<file path="src/wsit_params.svh">
/*
 Bit positions and fixed values for the wiper setting I2C target.
 Assumes inclusion by bare name from the design files.
*/
`ifndef WSIT_PARAMS_SVH
`define WSIT_PARAMS_SVH
`define WSIT_WIPER_RESET   7'h40
`define WSIT_DEF_ADDR      7'h2E
`define WSIT_WIPER_MSB     6
`define WSIT_LAST_BIT      3'h7
`endif

</file>
<file path="src/wsit_pkg.sv">
/*
 Types shared by the wiper setting I2C target.
 Assumes nothing beyond a SystemVerilog compiler.
*/
package wsit_pkg;
    typedef enum logic [4:0] {
        ST_IDLE = 5'h01,
        ST_ADDR = 5'h02,
        ST_WDAT = 5'h04,
        ST_RDAT = 5'h08,
        ST_ACK  = 5'h10
    } wsit_state_t;

    typedef struct packed {
        logic scl;
        logic sda;
    } wsit_pins_t;

    typedef struct packed {
        logic rise;
        logic fall;
        logic start;
        logic stop;
        logic sda;
    } wsit_events_t;
endpackage

</file>
<file path="src/wsit_sync.sv">
/*
 Two flip-flop synchroniser and edge finder for the bus pins.
 Assumes scl and sda come from outside the clk domain.
*/
`timescale 1ns/1ns
module wsit_sync (
    input  wire logic                  clk,     // System clock
    input  wire logic                  srst,    // Synchronous reset
    input  wire wsit_pkg::wsit_pins_t  pins,    // Raw bus levels
    output wsit_pkg::wsit_events_t     events   // Decoded bus events
);
    typedef struct packed {
        wsit_pkg::wsit_pins_t s1;
        wsit_pkg::wsit_pins_t s2;
        wsit_pkg::wsit_pins_t s3;
    } wsit_sync_state_t;

    wsit_sync_state_t st;
    wsit_sync_state_t next_st;

    always_comb begin
        next_st    = st;
        next_st.s1 = pins;
        next_st.s2 = st.s1;
        next_st.s3 = st.s2;
        if (srst) begin
            next_st = '{s1: '{1'b1, 1'b1}, s2: '{1'b1, 1'b1}, s3: '{1'b1, 1'b1}};
        end
    end

    always_ff @(posedge clk) begin
        st <= next_st;
    end

    always_comb begin
        events.rise  = st.s2.scl & ~st.s3.scl;
        events.fall  = ~st.s2.scl & st.s3.scl;
        events.start = st.s2.scl & st.s3.scl & st.s3.sda & ~st.s2.sda;
        events.stop  = st.s2.scl & st.s3.scl & ~st.s3.sda & st.s2.sda;
        events.sda   = st.s2.sda;
    end
endmodule

</file>
<file path="src/wiper_setting_i2c_target.sv">
/*
 I2C target holding a 7-bit wiper code for a 128-tap resistor ladder.
 Assumes a controller on scl/sda with external pull-ups; scl stays far
 slower than clk so each bus level lasts several clk cycles.
*/
`timescale 1ns/1ns
`include "wsit_params.svh"
module wiper_setting_i2c_target #(
    parameter logic [6:0] TARGET_ADDR = `WSIT_DEF_ADDR  // Bus address of this variant
) (
    input  wire logic        clk,          // 50 MHz system clock
    input  wire logic        srst,         // Synchronous reset, active high
    input  wire logic        scl_in,       // Bus clock level
    input  wire logic        sda_in,       // Bus data level
    output logic             sda_out,      // Always 0; pin is open drain
    output logic             sda_oe,       // High while pulling SDA low
    output logic [6:0]       wiper_latch   // Tap selection for the ladder
);
    typedef struct packed {
        wsit_pkg::wsit_state_t state;
        wsit_pkg::wsit_state_t after_ack;
        logic [2:0]            bit_cnt;
        logic [7:0]            shreg;
        logic                  rd_mode;
        logic                  master_ack;
        logic                  sda_oe;
        logic [6:0]            wiper;
    } wsit_top_state_t;

    wsit_top_state_t        st;
    wsit_top_state_t        next_st;
    wsit_pkg::wsit_events_t ev;
    wsit_pkg::wsit_pins_t   bus_pins;

    assign bus_pins = '{scl: scl_in, sda: sda_in};

    wsit_sync u_sync (
        .clk    (clk),
        .srst   (srst),
        .pins   (bus_pins),
        .events (ev)
    );

    always_comb begin
        next_st = st;
        if (ev.start) begin
            next_st.state   = wsit_pkg::ST_ADDR;
            next_st.bit_cnt = 3'h0;
            next_st.sda_oe  = 1'b0;
            next_st.master_ack = 1'b0;
        end else if (ev.stop) begin
            next_st.state  = wsit_pkg::ST_IDLE;
            next_st.sda_oe = 1'b0;
        end else begin
            case (st.state)
                wsit_pkg::ST_IDLE: begin
                    next_st.sda_oe = 1'b0;
                end
                wsit_pkg::ST_ADDR, wsit_pkg::ST_WDAT: begin
                    if (ev.rise) begin
                        next_st.shreg   = {st.shreg[6:0], ev.sda};
                        next_st.bit_cnt = st.bit_cnt + 3'h1;
                    end
                    if (ev.fall && st.bit_cnt == 3'h0 && st.master_ack) begin
                        if (st.state == wsit_pkg::ST_ADDR) begin
                            if (st.shreg[7:1] == TARGET_ADDR) begin
                                next_st.sda_oe    = 1'b1;
                                next_st.rd_mode   = st.shreg[0];
                                next_st.after_ack = st.shreg[0] ? wsit_pkg::ST_RDAT
                                                                : wsit_pkg::ST_WDAT;
                                next_st.state     = wsit_pkg::ST_ACK;
                            end else begin
                                next_st.state = wsit_pkg::ST_IDLE;
                            end
                        end else begin
                            next_st.wiper     = st.shreg[`WSIT_WIPER_MSB:0];
                            next_st.sda_oe    = 1'b1;
                            next_st.after_ack = wsit_pkg::ST_WDAT;
                            next_st.state     = wsit_pkg::ST_ACK;
                        end
                    end
                    if (ev.rise) begin
                        next_st.master_ack = (st.bit_cnt == `WSIT_LAST_BIT);
                    end
                end
                wsit_pkg::ST_ACK: begin
                    // Released SDA in a read: this ninth clock is the controller's answer
                    if (ev.rise && st.rd_mode && !st.sda_oe) begin
                        next_st.master_ack = ~ev.sda;
                    end
                    if (ev.fall) begin
                        next_st.bit_cnt    = 3'h0;
                        next_st.master_ack = 1'b0;
                        if (st.after_ack == wsit_pkg::ST_RDAT) begin
                            if (st.sda_oe || st.master_ack) begin
                                next_st.state  = wsit_pkg::ST_RDAT;
                                next_st.shreg  = {1'b0, st.wiper};
                                next_st.sda_oe = 1'b1;
                            end else begin
                                next_st.state  = wsit_pkg::ST_IDLE;
                                next_st.sda_oe = 1'b0;
                            end
                        end else begin
                            next_st.state  = wsit_pkg::ST_WDAT;
                            next_st.sda_oe = 1'b0;
                        end
                    end
                end
                wsit_pkg::ST_RDAT: begin
                    if (ev.rise) begin
                        next_st.bit_cnt    = st.bit_cnt + 3'h1;
                        next_st.master_ack = (st.bit_cnt == `WSIT_LAST_BIT);
                    end
                    if (ev.fall) begin
                        if (st.master_ack) begin
                            // Eight bits out: let go of SDA for the answer bit
                            next_st.sda_oe     = 1'b0;
                            next_st.master_ack = 1'b0;
                            next_st.after_ack  = wsit_pkg::ST_RDAT;
                            next_st.state      = wsit_pkg::ST_ACK;
                        end else begin
                            next_st.shreg  = {st.shreg[6:0], 1'b0};
                            next_st.sda_oe = ~st.shreg[6];
                        end
                    end
                end
                default: begin
                    next_st.state = wsit_pkg::ST_IDLE;
                end
            endcase
        end
        if (srst) begin
            next_st.state      = wsit_pkg::ST_IDLE;
            next_st.after_ack  = wsit_pkg::ST_IDLE;
            next_st.bit_cnt    = 3'h0;
            next_st.shreg      = 8'h00;
            next_st.rd_mode    = 1'b0;
            next_st.master_ack = 1'b0;
            next_st.sda_oe     = 1'b0;
            next_st.wiper      = `WSIT_WIPER_RESET;
        end
    end

    always_ff @(posedge clk) begin
        st <= next_st;
    end

    // Code maps straight to tap index, 0 at B end, 127 near A
    always_ff @(posedge clk) begin
        wiper_latch <= next_st.wiper;
        sda_oe      <= next_st.sda_oe;
        sda_out     <= 1'b0;
    end
endmodule

</file>
<file path="config.mk">
export PLATFORM = sky130hd
export DESIGN_NAME = wiper_setting_i2c_target
export DESIGN_NICKNAME = d
export VERILOG_FILES = /design/src/wsit_pkg.sv /design/src/wsit_sync.sv /design/src/wiper_setting_i2c_target.sv
export VERILOG_INCLUDE_DIRS = /design/src
export SDC_FILE = /design/constraint.sdc
export NUM_CORES = 1
export LEC_CHECK = 0
export BUFFER_PORTS_ARGS = -buffer_cell sky130_fd_sc_hd__buf_2
export CAP_MARGIN = 20
export CORE_MARGIN = 2
export CORE_UTILIZATION = 40
export CTS_CLUSTER_SIZE = 20
export DETAILED_ROUTE_END_ITERATION = 16
export PLACE_DENSITY = 0.59
export SETUP_SLACK_MARGIN = 0.2
export SLEW_MARGIN = 40
export SYNTH_ARGS = -nofsm -noshare
export SYNTH_HDL_FRONTEND = slang
export SYNTH_SLANG_ARGS = --single-unit
</file>
<file path="constraint.sdc">
create_clock -name clk -period 2.85 [get_ports clk]
set_clock_uncertainty 0.2 [all_clocks]
set_input_delay 0.4275 -clock clk [delete_from_list [all_inputs] [get_ports clk]]
set_output_delay 0.4275 -clock clk [all_outputs]
set_load 0.05 [all_outputs]
</file>
==> reports/qor.txt <==
status: finished clean
post-synth top area cell: dfxtp_1
prevailing post-synth register cell: dfxtp_1
nets: 247
final hold slack: 0.113 ns
# setup viols final: 0
routed wl met2: 2.21 mm
Clock Latency Late Sink: 0.29 ns
Hold WC Path Type: input port to flip-flop
Sink Count: 35
dpl hpwl: 3.37 mm
normalized max-slew margin: 0.582
Power Density: 475 nW/um^2
I/O pin count: 13
crit path time final: 2.48 ns
Setup CP Type: flip-flop to flip-flop
TritonCTS Buffers: 5
Worst-path clk slew: 0.07 ns
Synth area leaders: dfxtp_1 36%, mux2i_1 4.6%, a21oi_1 4.3%
port bufs: 11
Post-synth EDFFs: 0
Ys Warns: 0
DRT iter0 DRCs: 108
syn nets: 242
number of global-route vias before repair: 1664
# DRC: 0
Placement Cell Area: 2050 sq um
top-area cell type share of the netlist area: 0.356
initial core utilization: 0.417
final instance area: 2170 sq um
Tcrit/Tclk final: 0.870
FP Rows: 25
Post-CTS Setup Inserts: 0
CP Capture Type: flip-flop
Pleak: 0.864 nW
remaining global-route overflow: 0
drt via density: 5.61
Final Total Pwr: 1.03 mW
Synth cell types: 59
Total Routing Usage GR: 0.188
placed insts: 300
final max-slew violation count: 0
post-synthesis sequential area ratio: 0.356
CP required: 2.82 ns
first-pass GRT wire length: 7.78 mm
number of inserted diodes: 0
fin cells: 308
Placeable Area: 4720 sq um
Worst Max-Slew Pin Slew: 0.627 ns
die height: 74.2 um
Mapped Cells: 235
die area: 5500 sq um
DR top layer: met4
Worst Path Max Fanout: 10
buffer depth of the longest clock path: 2
RePlAce Congestion: 0.896
asr flop ratio synth: 0
WL per Instance: 15.1 um
hold buffer count at cts: 0
largest net degree at the start of global routing: 27
Area growth, synth to finish: 9.97%
MaxCap Viol Count: 0
startpoint types: flip-flop
WL final: 4.65 mm
#FFs+latches synth: 35
arrival time of the worst setup path: 2.45 ns
synthesized area: 1970 sq um
drt first pass iters: 4
Max VDD drop: 257 uV
initial antenna violation count: 0
CTS root buf: clkbuf_8
top-count cell post-synth: dfxtp_1
Routed Antenna Nets: 0
list of most frequent post-synthesis cells: 35 x dfxtp_1, 22 x nand2_1, 21 x nor2_1
Hold Fails Final Rpt: 0
share of cells above drive strength 1: 0.170
setup TNS: 0 ns
fmax: 403 MHz
routed vias: 1727
unrepaired setup endpoints after global routing: no
die extent in x: 74.2 um
DRT met1 WL: 2.19 mm
TritonCTS clock tree: done
WL met3: 151 um
htree depth: 2
Avg Cell Area, Syn: 8.38 sq um
CTS resizes: 0
[critical path, stage by stage (launching register included)]
cell and delay [ns]:
dfxtp_1 0.40, or4b_1 0.59, a211oi_1 0.50, a221oi_1 0.17
o31a_1 0.15, a221o_1 0.35
[kinds of logic (layout without fill, tap and decap cells)]
family                   count (synthesis)  count (layout)  share of synthesized area
AND/OR/NAND/NOR                         93              93                      0.252
AO/OA/AOI/OAI                           65              65                      0.243
multiplexers                             9               9                     0.0457
XOR/XNOR                                 3               3                     0.0133
flip-flops                              35              35                      0.356
other                                    1               1                    0.00190
adder cells (fa/ha/maj)                  3               3                     0.0191
buffers and inverters                   26              32                     0.0686
[flip-flops by register name, indices dropped and copies added, names as in the netlist]
register / flops
sda_oe: 1
st: 21
u_sync.events: 1
u_sync.st: 5
wiper_latch: 7
[stage by stage]
step	worst slack (ns)	util
2_1_floorplan	0.498	-
6_report	0.369	0.459
5_1_grt	0.228	0.459
3_5_place_dp	0.390	0.434
4_1_cts	0.365	0.459
3_3_place_gp	0.426	0.434
[power breakdown]
group	switching, mW	total [mW]	leakage, nW	internal, mW
logic	0.0426	0.0676	0.520	0.0250
registers	0.00694	0.502	0.283	0.495
clock network	0.176	0.459	0.0612	0.283
total	0.225	1.03	0.864	0.803
[cell type report]
class                      instances  area (sq um)
tap                               67          83.8
inverter                           6          22.5
multi-input combinational        174          1130
fill                             474          2560
timing repair buffer              18           108
clock buffer                       6          82.6
sequential                        35           701
clock inverter                     2          35.0
[cell usage in the layout, fill, tap and decap left out, types with 2 or more instances in the layout]
| cell type | Yosys | layout |
|---|---|---|
| a211oi_1 | 4 | 4 |
| a21o_1 | 2 | 2 |
| a21oi_1 | 17 | 17 |
| a22o_1 | 2 | 2 |
| a22oi_1 | 2 | 2 |
| a311oi_1 | 6 | 6 |
| a32o_1 | 2 | 2 |
| and2_1 | 4 | 4 |
| buf_2 | 0 | 11 |
| buf_4 | 8 | 7 |
| clkbuf_8 | 0 | 6 |
| dfxtp_1 | 35 | 35 |
| ha_1 | 3 | 3 |
| inv_1 | 6 | 6 |
| mux2i_1 | 9 | 9 |
| nand2_1 | 22 | 22 |
| nand2b_1 | 6 | 6 |
| nand3_1 | 5 | 5 |
| nand4_1 | 2 | 2 |
| nand4b_1 | 2 | 2 |
| nor2_1 | 21 | 21 |
| nor2b_1 | 3 | 3 |
| nor3_1 | 5 | 5 |
| nor4_1 | 2 | 2 |
| o21ai_0 | 11 | 11 |
| or2_2 | 7 | 7 |
| or3_1 | 3 | 3 |
| xnor2_1 | 3 | 3 |
[final timing paths]
kind	from	to	slack, ns	cells past startpoint
hold reg to reg	u_sync.st[4]	u_sync.events[0]	0.21	1
setup reg to reg	st[30]	st[26]	0.37	5
setup / recovery	st[30]	st[26]	0.37	5
hold / removal	sda_in	u_sync.st[4]	0.11	2
[layer usage]
| layer | GRT usage | vias to the layer above |
|---|---|---|
| met4 | 0.0949 | 0 |
| li1 | - | 861 |
| met1 | 0.238 | 827 |
| met3 | 0.0434 | 11 |
| met2 | 0.300 | 28 |
| met5 | 0 | - |
Note: power is estimated with default switching activity, not from simulation.
